$ cat src/design/perf_counter_regs.svh
// Constants for the performance monitor: select map, control field layout, reset values.
// Assumes inclusion by bare name from the package and the design modules.
// Overview of operation
// - Even select is control, odd select is counter.
// - Bit 31 read-only flag marks next pair.
// - Presence bit reports at least one pair.
// - Control bits 30:11 read as zero.
// - Six-bit event field; unsupported codes never count.
// - Bit 4 enables request, cleared at reset.
// - Request still gated by status masks, enable.
// - Request merged with hardware interrupt five.
// - Bit 3 enables counting in user mode.
// - Bit 2 supervisor; absent mode reads zero.
// - Bit 1 kernel counting only with both flags clear.
// - Bit 0 counts when exception set, error clear.
// - Never count while error level is set.
// - Counter is read-write, increments per event.
// - Request when counter bit 31 and enable.
// - Counting continues after top bit sets.
// - Pairs extend select numbering in pattern.
`ifndef PERF_COUNTER_REGS_SVH
`define PERF_COUNTER_REGS_SVH
`define PERF_NUM_PAIRS 2
`define PERF_SEL_W 3
`define PERF_EVT_W 6
`define PERF_NUM_EVENTS 8
`define CTL_MORE_BIT 31
`define CTL_EVT_HI 10
`define CTL_EVT_LO 5
`define CTL_IRQ_BIT 4
`define CTL_USER_BIT 3
`define CTL_SUPV_BIT 2
`define CTL_KERN_BIT 1
`define CTL_EXC_BIT 0
`define CTL_WR_MASK 32'h000007ff
`define CTL_RESET 32'h00000000
`define CNT_RESET 32'h00000000
`define SUPV_MODE_PRESENT 1'b1
`endif

$ cat src/design/perf_counter_pkg.sv
// Types shared by the performance monitor modules.
// Assumes the constants header is on the include path.
package perf_counter_pkg;
`include "perf_counter_regs.svh"
    // ----------------------------------------
    // Processor mode as seen by the counters.
    // ----------------------------------------
    typedef enum logic [1:0] {MODE_KERNEL, MODE_SUPV, MODE_USER} proc_mode_e;
    typedef struct packed {
        proc_mode_e mode;
        logic exception_level_flag;
        logic error_level_flag;
    } proc_state_s;
    typedef struct packed {
        logic [`PERF_EVT_W-1:0] event_sel;
        logic irq_en;
        logic user_en;
        logic supv_en;
        logic kern_en;
        logic exc_en;
    } ctl_fields_s;
endpackage : perf_counter_pkg

$ cat src/design/perf_count_qual.sv
// Count qualifier for one counter: picks the event and applies the mode enables.
// Assumes event lines and processor state are synchronous to clk_sys.
`timescale 1ns/1ns
`include "perf_counter_regs.svh"
module perf_count_qual
    import perf_counter_pkg::*;
(
    // Control fields and processor state
    input wire ctl_fields_s ctl,
    input wire proc_state_s pst,
    // Event lines from the pipeline
    input wire logic [`PERF_NUM_EVENTS-1:0] events,
    // Increment request
    output logic count_en
);
    logic evt_hit;
    logic mode_ok;

    // Codes beyond the wired events act as null events.
    always_comb begin
        evt_hit = 1'b0;
        if (ctl.event_sel < `PERF_EVT_W'(`PERF_NUM_EVENTS)) begin
            evt_hit = events[ctl.event_sel[2:0]];
        end
    end

    // Exception and error levels override the nominal mode, since kernel bit is narrower than kernel mode.
    always_comb begin
        mode_ok = 1'b0;
        if (pst.error_level_flag) begin
            mode_ok = 1'b0;
        end else if (pst.exception_level_flag) begin
            mode_ok = ctl.exc_en;
        end else if (pst.mode == MODE_USER) begin
            mode_ok = ctl.user_en;
        end else if (pst.mode == MODE_SUPV) begin
            mode_ok = ctl.supv_en;
        end else begin
            mode_ok = ctl.kern_en;
        end
    end

    assign count_en = evt_hit && mode_ok;
endmodule : perf_count_qual

$ cat src/design/perf_monitor_reg.sv
// Performance counter register block reached by coprocessor-0 moves at register 25.
// Assumes the pipeline gives one-cycle write strobes and samples read data combinationally
// through a registered copy one cycle after the read select is presented.
`timescale 1ns/1ns
`include "perf_counter_regs.svh"
module perf_monitor_reg
    import perf_counter_pkg::*;
(
    // Clock and reset
    input wire logic clk_sys,
    input wire logic rstn,
    // Coprocessor register access
    input wire logic cop0_write_instr,
    input wire logic cop0_read_instr,
    input wire logic [`PERF_SEL_W-1:0] sel,
    input wire logic [31:0] wdata,
    // Processor state and events
    input wire proc_state_s pst,
    input wire logic [`PERF_NUM_EVENTS-1:0] events,
    input wire logic hw_int5,
    // Results
    output logic [31:0] rdata_r,
    output logic second_config_pc_r,
    output logic top_irq_pending_bit_r,
    output logic counter_irq_r
);
    ctl_fields_s ctl_r [`PERF_NUM_PAIRS];
    logic [31:0] cnt_r [`PERF_NUM_PAIRS];
    logic [`PERF_NUM_PAIRS-1:0] count_en;
    logic irq_nxt;
    // Width of the stored control fields; the reset word is cut to it on purpose.
    localparam int CTL_W = $bits(ctl_fields_s);

    // ----------------------------------------
    // Helpers
    // ----------------------------------------
    // Packs stored fields into the control word, reserved bits zero.
    function automatic logic [31:0] ctl_word(input ctl_fields_s c, input int idx);
        logic [31:0] w;
        w = 32'h00000000;
        w[`CTL_MORE_BIT] = (idx < `PERF_NUM_PAIRS - 1);
        w[`CTL_EVT_HI:`CTL_EVT_LO] = c.event_sel;
        w[`CTL_IRQ_BIT] = c.irq_en;
        w[`CTL_USER_BIT] = c.user_en;
        w[`CTL_SUPV_BIT] = c.supv_en;
        w[`CTL_KERN_BIT] = c.kern_en;
        w[`CTL_EXC_BIT] = c.exc_en;
        return w;
    endfunction : ctl_word

    // ----------------------------------------
    // Counters
    // ----------------------------------------
    for (genvar i = 0; i < `PERF_NUM_PAIRS; i++) begin : g_pair
        perf_count_qual u_qual (
            .ctl(ctl_r[i]),
            .pst(pst),
            .events(events),
            .count_en(count_en[i])
        );

        // Control register at even select; the flag bit is not stored.
        always_ff @(posedge clk_sys or negedge rstn) begin
            if (!rstn) begin
                ctl_r[i] <= ctl_fields_s'(CTL_W'(`CTL_RESET));
            end else if (cop0_write_instr && sel == `PERF_SEL_W'(2 * i)) begin
                ctl_r[i].event_sel <= wdata[`CTL_EVT_HI:`CTL_EVT_LO];
                ctl_r[i].irq_en <= wdata[`CTL_IRQ_BIT];
                ctl_r[i].user_en <= wdata[`CTL_USER_BIT];
                ctl_r[i].supv_en <= wdata[`CTL_SUPV_BIT] & `SUPV_MODE_PRESENT;
                ctl_r[i].kern_en <= wdata[`CTL_KERN_BIT];
                ctl_r[i].exc_en <= wdata[`CTL_EXC_BIT];
            end
        end

        // Counter at odd select; a software write wins over an event in the same cycle.
        always_ff @(posedge clk_sys or negedge rstn) begin
            if (!rstn) begin
                cnt_r[i] <= `CNT_RESET;
            end else if (cop0_write_instr && sel == `PERF_SEL_W'(2 * i + 1)) begin
                cnt_r[i] <= wdata;
            end else if (count_en[i]) begin
                cnt_r[i] <= cnt_r[i] + 32'h00000001;
            end
        end
    end

    // ----------------------------------------
    // Read path and interrupt
    // ----------------------------------------
    // Read data is registered so the output stays a flop; unmapped selects return zero.
    always_ff @(posedge clk_sys or negedge rstn) begin
        if (!rstn) begin
            rdata_r <= 32'h00000000;
        end else if (cop0_read_instr) begin
            rdata_r <= 32'h00000000;
            for (int k = 0; k < `PERF_NUM_PAIRS; k++) begin
                if (sel == `PERF_SEL_W'(2 * k)) begin
                    rdata_r <= ctl_word(ctl_r[k], k);
                end else if (sel == `PERF_SEL_W'(2 * k + 1)) begin
                    rdata_r <= cnt_r[k];
                end
            end
        end
    end

    // Any pair with top bit and enable raises the shared request.
    always_comb begin
        irq_nxt = 1'b0;
        for (int k = 0; k < `PERF_NUM_PAIRS; k++) begin
            irq_nxt = irq_nxt | (cnt_r[k][31] & ctl_r[k].irq_en);
        end
    end

    // Request is only a pending bit; status masks and global enable act downstream.
    always_ff @(posedge clk_sys or negedge rstn) begin
        if (!rstn) begin
            counter_irq_r <= 1'b0;
            top_irq_pending_bit_r <= 1'b0;
            second_config_pc_r <= 1'b0;
        end else begin
            counter_irq_r <= irq_nxt;
            top_irq_pending_bit_r <= irq_nxt | hw_int5;
            second_config_pc_r <= (`PERF_NUM_PAIRS > 0);
        end
    end

    // ----------------------------------------
    // Checks
    // ----------------------------------------
    AST_NO_COUNT_ERL: assert property (@(posedge clk_sys) disable iff (!rstn)
        pst.error_level_flag && !(cop0_write_instr && sel == 3'h1) |=> $stable(cnt_r[0]))
        else $error("Counter moved at error level.");
    AST_IRQ_FOLLOWS: assert property (@(posedge clk_sys) disable iff (!rstn)
        (cnt_r[0][31] && ctl_r[0].irq_en) |=> counter_irq_r)
        else $error("Missing counter request.");
    AST_IRQ_OFF: assert property (@(posedge clk_sys) disable iff (!rstn)
        !(cnt_r[0][31] && ctl_r[0].irq_en) && !(cnt_r[1][31] && ctl_r[1].irq_en) |=> !counter_irq_r)
        else $error("Spurious counter request.");
    AST_PENDING: assert property (@(posedge clk_sys) disable iff (!rstn)
        counter_irq_r |-> top_irq_pending_bit_r)
        else $error("Pending bit missing.");
    AST_INCR: assert property (@(posedge clk_sys) disable iff (!rstn)
        count_en[0] && !cop0_write_instr |=> cnt_r[0] == $past(cnt_r[0]) + 32'h00000001)
        else $error("Counter did not step.");
    AST_RSVD: assert property (@(posedge clk_sys) disable iff (!rstn)
        cop0_read_instr && sel == 3'h0 |=> rdata_r[30:11] == 20'h00000)
        else $error("Reserved bits not zero.");
    AST_MORE: assert property (@(posedge clk_sys) disable iff (!rstn)
        cop0_read_instr && sel == 3'h0 |=> rdata_r[31])
        else $error("More flag wrong on first pair.");
    AST_LAST: assert property (@(posedge clk_sys) disable iff (!rstn)
        cop0_read_instr && sel == 3'h2 |=> !rdata_r[31])
        else $error("More flag set on last pair.");
    AST_PC: assert property (@(posedge clk_sys) disable iff (!rstn)
        $past(rstn) |-> second_config_pc_r)
        else $error("Presence bit clear.");
    AST_PEND_HW: assert property (@(posedge clk_sys) disable iff (!rstn)
        hw_int5 |=> top_irq_pending_bit_r)
        else $error("Hardware interrupt five not merged.");

    // Mode gating on pair 0, error level on both pairs; each mode or exception-level gate check clears only the enable that should matter.
    AST_USER_GATE: assert property (@(posedge clk_sys) disable iff (!rstn)
        pst.mode == MODE_USER && !pst.exception_level_flag && !pst.error_level_flag && !ctl_r[0].user_en
        |-> !count_en[0])
        else $error("Counted in user mode while disabled.");
    AST_SUPV_GATE: assert property (@(posedge clk_sys) disable iff (!rstn)
        pst.mode == MODE_SUPV && !pst.exception_level_flag && !pst.error_level_flag && !ctl_r[0].supv_en
        |-> !count_en[0])
        else $error("Counted in supervisor mode while disabled.");
    AST_KERN_GATE: assert property (@(posedge clk_sys) disable iff (!rstn)
        pst.mode == MODE_KERNEL && !pst.exception_level_flag && !pst.error_level_flag && !ctl_r[0].kern_en
        |-> !count_en[0])
        else $error("Counted in kernel mode while disabled.");
    AST_EXL_GATE: assert property (@(posedge clk_sys) disable iff (!rstn)
        pst.exception_level_flag && !pst.error_level_flag && !ctl_r[0].exc_en |-> !count_en[0])
        else $error("Counted at exception level while disabled.");
    AST_ERL_GATE: assert property (@(posedge clk_sys) disable iff (!rstn)
        pst.error_level_flag |-> !(|count_en))
        else $error("Count enable raised at error level.");
    AST_USER_ON: assert property (@(posedge clk_sys) disable iff (!rstn)
        pst.mode == MODE_USER && !pst.exception_level_flag && !pst.error_level_flag && ctl_r[0].user_en
        && ctl_r[0].event_sel < 6'h08 && events[ctl_r[0].event_sel[2:0]] |-> count_en[0])
        else $error("Enabled event not counted.");
    AST_NULL_EVT: assert property (@(posedge clk_sys) disable iff (!rstn)
        ctl_r[0].event_sel >= 6'h08 |-> !count_en[0])
        else $error("Unsupported event code counted.");

    // Counter datapath and select map.
    AST_WR_CNT: assert property (@(posedge clk_sys) disable iff (!rstn)
        cop0_write_instr && sel == 3'h1 |=> cnt_r[0] == $past(wdata))
        else $error("Counter write lost.");
    AST_CNT1_WR: assert property (@(posedge clk_sys) disable iff (!rstn)
        cop0_write_instr && sel == 3'h3 |=> cnt_r[1] == $past(wdata))
        else $error("Second counter write lost.");
    AST_HOLD_IDLE: assert property (@(posedge clk_sys) disable iff (!rstn)
        !count_en[0] && !(cop0_write_instr && sel == 3'h1) |=> $stable(cnt_r[0]))
        else $error("Counter moved without an event.");
    AST_KEEP_COUNT: assert property (@(posedge clk_sys) disable iff (!rstn)
        cnt_r[0][31] && count_en[0] && !cop0_write_instr |=> cnt_r[0] == $past(cnt_r[0]) + 32'h00000001)
        else $error("Counting stopped after top bit set.");
    AST_WRAP: assert property (@(posedge clk_sys) disable iff (!rstn)
        count_en[1] && !cop0_write_instr && cnt_r[1] == 32'hffffffff |=> cnt_r[1] == 32'h00000000)
        else $error("Counter did not wrap to zero.");
    AST_CTL_WR: assert property (@(posedge clk_sys) disable iff (!rstn)
        cop0_write_instr && sel == 3'h2 |=> ctl_r[1].irq_en == $past(wdata[`CTL_IRQ_BIT]))
        else $error("Second control write lost.");
    AST_RD_CNT: assert property (@(posedge clk_sys) disable iff (!rstn)
        cop0_read_instr && sel == 3'h1 |=> rdata_r == $past(cnt_r[0]))
        else $error("Counter read returned wrong word.");
    AST_UNMAPPED: assert property (@(posedge clk_sys) disable iff (!rstn)
        cop0_read_instr && sel > 3'h3 |=> rdata_r == 32'h00000000)
        else $error("Unmapped select read not zero.");

    // ----------------------------------------
    // Coverage
    // ----------------------------------------
    // Main scenarios: wrap, request, control write, null event, error level.
    COV_WRAP: cover property (@(posedge clk_sys) disable iff (!rstn)
        cnt_r[1] == 32'hffffffff && count_en[1] ##1 cnt_r[1] == 32'h00000000);
    COV_IRQ: cover property (@(posedge clk_sys) disable iff (!rstn) $rose(counter_irq_r));
    COV_CTL_WR: cover property (@(posedge clk_sys) disable iff (!rstn) cop0_write_instr && sel == 3'h2);
    COV_NULL_EVT: cover property (@(posedge clk_sys) disable iff (!rstn) ctl_r[0].event_sel >= 6'h08 && events != 8'h00);
    COV_ERL_EVT: cover property (@(posedge clk_sys) disable iff (!rstn) pst.error_level_flag && events != 8'h00);
endmodule : perf_monitor_reg

$ cat config.mk
export PLATFORM = sky130hd
export DESIGN_NAME = perf_monitor_reg
export DESIGN_NICKNAME = d
export VERILOG_FILES = /design/src/design/perf_counter_pkg.sv /design/src/design/perf_count_qual.sv /design/src/design/perf_monitor_reg.sv
export VERILOG_INCLUDE_DIRS = /design/src /design/src/design
export SDC_FILE = /design/constraint.sdc
export NUM_CORES = 1
export LEC_CHECK = 0
export BUFFER_PORTS_ARGS = -buffer_cell sky130_fd_sc_hd__buf_2
export CORE_MARGIN = 4
export CORE_UTILIZATION = 30
export CTS_BUF_LIST = sky130_fd_sc_hd__clkbuf_4 sky130_fd_sc_hd__clkbuf_8 sky130_fd_sc_hd__clkbuf_16
export DETAILED_ROUTE_END_ITERATION = 10
export HOLD_SLACK_MARGIN = 0.1
export SYNTH_ARGS = -nofsm -noshare
export SYNTH_HDL_FRONTEND = slang
export SYNTH_HIERARCHICAL = 1
export SYNTH_SLANG_ARGS = --single-unit
$ cat constraint.sdc
create_clock -name clk_sys -period 2.5 [get_ports clk_sys]
set_clock_uncertainty 0.1 [all_clocks]
set_input_delay 0.375 -clock clk_sys [delete_from_list [all_inputs] [get_ports clk_sys]]
set_output_delay 0.375 -clock clk_sys [all_outputs]
set_load 0.005 [all_outputs]
==> metrics, run 1 <==
result of the run=finished, violations left; violations in the final reports=setup timing; GRT Total Usage=15.7%; Routed Wire Length=18,500 microns; antenna violations before repair=0; Total Power Consumption=between 6000 and 7000 uW; Final Critical Period=around 2.6 ns; synthesized flop and latch total=121; maximum resistive drop on vdd=about 0.54 mV; pwr/cell area=just under 800 nW/um^2; path type of the worst min-delay path=input port to flop; CTS Buf Count=17; Slew Limit Fails=0; fraction of registers with async set/reset=100%; Worst Path Arrival=approximately 2.8 ns; most numerous cell on the critical path=buf_4; Avg Synthesized Cell Area=between 9 and 10 sq um; Clock Sink Count=121; setup repair after global routing missed its margin=true; clock tree from TritonCTS=done; width of the chip=155 microns; detailed-routing iteration count for the pre-antenna-repair pass=4; data required time of the critical path=~2.7 ns; sequential element share of the synthesized area=between 40 and 50%; dominant register cell in the synthesized netlist=dfrtp_1; netlist area before placement=6470 sq um; buffer type at the clock tree root=clkbuf_16; post-DR wirelength/cell=between 15 and 20 microns; number of endpoints with negative hold slack in the final report=0; path type of the worst setup path=flop to flop; cells after synthesis=~660; final RePlAce weighted congestion=between 0.8 and 0.9; overall die height=around 150 microns; per-cell via count in the routed design=roughly 5.0; worst hold path stage count=3; count of inserted antenna diode cells=0; fin crit share=104%; final setup fails=10; io pins=between 80 and 90; biggest fanout along the worst timing path=3; standard cell with the maximum stage delay on the critical path=or4_4; wire length of the first global-routing pass=roughly 29,000 microns; total area of sequential cells=3030 sq um; fmax=385 MHz; full die area=24,000 sq um; fill cell count=roughly 2.1k; standard-cell row count=53; fraction of final layout cells sized beyond drive strength 1=a little over a quarter; number of distinct library cell variants in the gate-level netlist after synthesis=46; crit path launch type=flop; clock latency reported for the late side of the worst-skew pair=0.42 ns; area taken by multi-input logic gates=roughly 3300 sq um; maximum root-to-sink buffer count=2; Reg clk slew, reported paths=0.06 ns; core area=between 20,000 and 25,000 sq um; via count of the first global-routing pass=around 5.4k; total of buffers placed on input and output ports=86; number of cells traversed by the worst register-to-register path=11; type of element capturing the critical path=flop; drt drc=0; Mapped Nets=717; transition time at the pin with the least slew margin=0.764 ns; number of design-rule violations left by the first detailed-router iteration=~450; # Max-Cap Violations=0; total of warnings raised by yosys=6; number of flops mapped to enable cells by yosys=0; slowest stage delay, CP=about 0.54 ns; number of vias in the routed layout=about 5.4k; largest net degree at the start of global routing=50; final critical-path setup slack=-0.0949 ns; half-perimeter wire length after placement=~13,000 microns; H-tree Lvls=4; total number of nets in the final design=approximately 850; remaining global-route overflow=0; static leakage=about 0.0036 uW; post-synthesis to final-layout area growth=28.4%; CP Cell Sequence=or4_4 -> a221oi_2 -> o211a_1 -> buf_4 -> nand3_4 -> buf_6 -> nor3_2 -> buf_4 -> nand4_1 -> xor2_1 -> a21oi_1; max_slew headroom=between 40% and 50%; effective utilization at floorplan=between 30% and 40%; number of nets with antenna violations after detailed routing=0; dpl ws=-0.195 ns
-- final timing paths --
path                                    startpoint                       to  slack [ns]
max in group asynchronous                     rstn  rdata_r[19]$_DFFE_PN0P_        1.26
min in group asynchronous                     rstn   rdata_r[7]$_DFFE_PN0P_        0.38
min reg2reg                rdata_r[31]$_DFFE_PN0P_  rdata_r[31]$_DFFE_PN0P_        0.40
max                          ctl_r[21]$_DFFE_PN0P_    cnt_r[53]$_DFFE_PN0P_       -0.09
max reg2reg                  ctl_r[21]$_DFFE_PN0P_    cnt_r[53]$_DFFE_PN0P_       -0.09
min                                      wdata[12]    cnt_r[44]$_DFFE_PN0P_        0.11
-- report_power, final --
group | leakage (uW) | total (uW) | internal, uW | switching [uW]
Clock | 0.000274 | 2340 | 1430 | 910
Combinational | 0.00186 | 1350 | 688 | 660
Sequential | 0.00146 | 2850 | 2350 | 501
Total | 0.00359 | 6550 | 4470 | 2070
-- critical path: cells and delay by family, from the launching register on --
family,cells,cell delay (ns)
buffers and inverters,3,0.42
AND/OR/NAND/NOR,4,0.86
AO/OA/AOI/OAI,3,0.54
flip-flops,1,0.38
XOR/XNOR,1,0.21
-- timing repair --
action                                 CTS  global route
endpoints found under the hold margin   45             0
setup buffers                            2             7
hold buffers                            13             0
setup endpoints to repair               24            41
pin swaps                                2            15
gates resized for setup                  8            23
-- per-layer routing --
layer | wire length, microns | GRT usage [%] | vias up
li1 | - | - | 2624
met1 | 8650 | 21.9 | 2619
met2 | 8750 | 25.0 | 130
met3 | 925 | 3.64 | 12
met4 | 139 | 3.41 | 0
met5 | 0 | 0 | -
-- through the flow --
stage               std cells  instance area (sq um)  util (%)  setup TNS [ns]  hold slack, ns
finish                   1081                   8310      39.4          -0.336           0.109
global route             1081                   8310      39.4           -2.94           0.111
CTS                      1074                   8180      38.8         -0.0496           0.100
detailed placement       1027                   7440      35.3           -2.52           0.296
global placement         1027                   7440      35.3           -2.05           0.297
floorplan                 663                   6470         -               0         -0.0206
-- cells by family after synthesis --
kind of cell / count (synthesis) / synth area share, %
simple gates: 220 / 17.5
compound gates: 128 / 11.7
flops: 121 / 46.8
mux: 68 / 11.4
buf+inv: 62 / 3.96
xor+xnor: 61 / 8.26
fa+ha+maj: 2 / 0.387
other cells: 1 / 0.0580
-- cell usage after synthesis (3+ instances only) --
library cell / n / area, sq um
a21oi_1: 58 / 290
a2bb2oi_1: 13 / 114
a31oi_1: 3 / 18.8
and2_1: 6 / 37.5
and3_1: 5 / 31.3
and4_1: 5 / 43.8
buf_2: 10 / 50.1
clkbuf_1: 21 / 78.8
dfrtp_1: 121 / 3030
inv_1: 27 / 101
mux2_2: 23 / 259
mux2i_1: 43 / 430
nand2_1: 49 / 184
nand3_1: 16 / 80.1
nand4_1: 30 / 188
nand4_2: 3 / 37.5
nor2_1: 78 / 293
nor3_1: 6 / 30.0
nor4_4: 3 / 63.8
o21ai_0: 22 / 110
o21ai_1: 6 / 30.0
o22ai_1: 20 / 125
or2_2: 3 / 18.8
xnor2_1: 17 / 149
xor2_1: 44 / 385
-- placed cells by master (no fill, tap or decap), types with 6 or more instances in the layout --
cell	instances
dfrtp_1	121
buf_2	85
nor2_1	75
a21oi_1	58
nand2_1	48
xor2_1	44
mux2i_1	43
buf_4	39
nand4_1	30
inv_1	27
mux2_2	23
o22ai_1	20
clkbuf_16	17
xnor2_1	16
o21ai_0	15
nand3_1	14
o21ai_1	13
dlygate4sd3_1	13
a2bb2oi_1	12
and2_1	6
clkinv_2	6
-- final cells by class --
class,count,area share [%]
multi-input cells,480,39.5
clock buffers,20,5.62
well taps,275,4.14
inverters,27,1.22
clock inverters,12,1.19
flip-flops and latches,121,36.5
repair buffers,146,11.9
-- state kept, by name, summed over array words and instances, names as in the netlist --
register               cells
ctl_r                     22
second_config_pc_r         1
cnt_r                     64
counter_irq_r              1
top_irq_pending_bit_r      1
rdata_r                   32
Power figures use the tool's default switching activity.
==> inputs of run 2 (changes only) <==
--- a/config.mk
+++ b/config.mk
@@ -7,7 +7,7 @@
 export NUM_CORES = 1
 export LEC_CHECK = 0
 export BUFFER_PORTS_ARGS = -buffer_cell sky130_fd_sc_hd__buf_2
-export CORE_MARGIN = 4
+export CORE_MARGIN = 5
 export CORE_UTILIZATION = 30
 export CTS_BUF_LIST = sky130_fd_sc_hd__clkbuf_4 sky130_fd_sc_hd__clkbuf_8 sky130_fd_sc_hd__clkbuf_16
 export DETAILED_ROUTE_END_ITERATION = 10
==> metrics, run 2 (same netlist as run 1, synthesis figures left out) <==
result of the run=finished, violations left; violations in the final reports=setup timing; core area=between 20,000 and 25,000 sq um; CTS Buf Count=17; fin crit share=104%; final critical-path setup slack=-0.0947 ns; Final Critical Period=2.59 ns; commonest cells after routing, fill and taps aside=120 x dfrtp_1, 85 x buf_2, 72 x nor2_1, 58 x a21oi_1, 46 x nand2_1; post-layout util=between 30% and 40%; Reg clk slew, reported paths=0.06 ns; via count of the first global-routing pass=5,477; number of endpoints with negative hold slack in the final report=0; buffer type at the clock tree root=clkbuf_16; fmax=around 390 MHz; final RePlAce weighted congestion=a little under 0.9; total of buffers placed on input and output ports=86; Slew Limit Fails=0; biggest fanout along the worst timing path=8; type of element capturing the critical path=flop; Worst Path Arrival=approximately 2.9 ns; largest reg by FF count=cnt_r; number of cells after detailed placement=about 1k; setup tns final=-0.640 ns; final setup fails=15; crit path launch type=flop; wire length of the first global-routing pass=roughly 31,000 microns; maximum resistive drop on vdd=between 0.5 and 0.6 mV; path type of the worst min-delay path=input port to flop; data required time of the critical path=approximately 2.8 ns; clock tree from TritonCTS=done; maximum root-to-sink buffer count=2; post-DR wirelength/cell=~18 microns; overall die height=~160 microns; total number of nets in the final design=846; io pins=87; standard-cell row count=53; setup repair after global routing missed its margin=true; drt drc=0; fraction of final layout cells sized beyond drive strength 1=approximately 28%; startpoint of the lowest-slack hold path=wdata[13]; Clock Sink Count=approximately 120; # Max-Cap Violations=0; effective utilization at floorplan=between 30% and 40%; dpl ws=-0.218 ns; worst hold slack after final layout=roughly 0.11 ns; transition time at the pin with the least slew margin=around 0.80 ns; beginning of the worst register-to-register path=ctl_r[21]$_DFFE_PN0P_; Layout Cells excl Fill=between 1k and 1.5k; pwr/cell area=between 700 and 800 nW/um^2; per-cell via count in the routed design=5.07; number of vias in the routed layout=between 5k and 6k; clock latency reported for the late side of the worst-skew pair=between 0.4 and 0.5 ns; number of design-rule violations left by the first detailed-router iteration=between 300 and 400; number of flip-flops under the largest register name=64; Register-to-Register Setup Slack=-0.09 ns; GRT Total Usage=between 10% and 20%; fill cell count=~2.1k; path type of the worst setup path=flop to flop; Routed Wire Length=approximately 19,000 microns; largest registers=cnt_r x64, rdata_r x32, ctl_r x22; H-tree Lvls=4; count of inserted antenna diode cells=0; max_slew headroom=a little under half; full die area=between 20,000 and 25,000 sq um; detailed-routing iteration count for the pre-antenna-repair pass=4; number of nets with antenna violations after detailed routing=0; largest net degree at the start of global routing=65; beginning of the critical path=ctl_r[21]$_DFFE_PN0P_; remaining global-route overflow=0; half-perimeter wire length after placement=approximately 14,000 microns; most frequent standard cell in the layout excluding fill and tap cells=dfrtp_1; width of the chip=~160 microns; antenna violations before repair=0; post-synthesis to final-layout area growth=29.8%; static leakage=0.00368 uW
## run 2: cell types whose count changed in the layout (fill, tap and decap cells not counted), moves of 2 or more
cell,change
xnor2_2,+3
clkbuf_4,+2
buf_6,+3
nand3_2,+2
clkinvlp_4,-3
nor2_4,+2
buf_4,-6
o21ai_1,+5
nor2_1,-3
nand2_1,-2
nand2_4,+2
xnor2_1,-3
o21ai_0,-5
## run 2: metal layers
metal	wire [microns]	track usage (%)	vias to the layer above
met5	0	0	-
met4	271	4.46	0
met3	1270	4.37	19
met2	9170	25.4	169
met1	8410	21.8	2674
li1	-	-	2606
## run 2: cell type report
class	instances	area (sq um)	share of cell area (%)
timing repair buffer	145	1010	12.0
clock buffer	22	482	5.74
sequential	121	3030	36.1
inverter	27	101	1.21
clock inverter	9	97.6	1.16
multi-input combinational	480	3340	39.7
tap	275	344	4.10
## run 2: through the flow
stage               power [uW]  area (sq um)
finish                    6650          8400
global route              7030          8400
CTS                       6640          8190
detailed placement        4160          7440
global placement          4130          7440
floorplan                 3590          6470
## run 2: repair_timing
action                                  CTS  global route
cloned                                    0             1
hold buffers                             13             1
pin swaps                                 5            34
endpoints found under the setup margin   26            45
gates resized for setup                   8            47
endpoints found under the hold margin    38             1
setup buffers                             1             7
## run 2: worst paths after layout
kind | end | depth (start not counted)
max | cnt_r[60]$_DFFE_PN0P_ | 10
min | cnt_r[45]$_DFFE_PN0P_ | 3
max reg2reg | cnt_r[60]$_DFFE_PN0P_ | 10
min reg2reg | rdata_r[31]$_DFFE_PN0P_ | 1
max in group asynchronous | rdata_r[14]$_DFFE_PN0P_ | 3
min in group asynchronous | second_config_pc_r$_DFF_PN0_ | 2
## run 2: critical path: stages, from the launching register on
cell	delay [ns]
dfrtp_1	0.38
or4_4	0.55
a221oi_2	0.18
o211a_1	0.26
nand4_1	0.13
buf_6	0.16
nor4_4	0.13
buf_6	0.18
nand4_1	0.14
xor2_1	0.20
a21oi_1	0.12
## run 2: power by group
group | switching (uW) | total, uW | internal, uW
combinational | 676 | 1370 | 693
clock | 877 | 2430 | 1550
sequential | 504 | 2860 | 2350
total | 2060 | 6650 | 4590
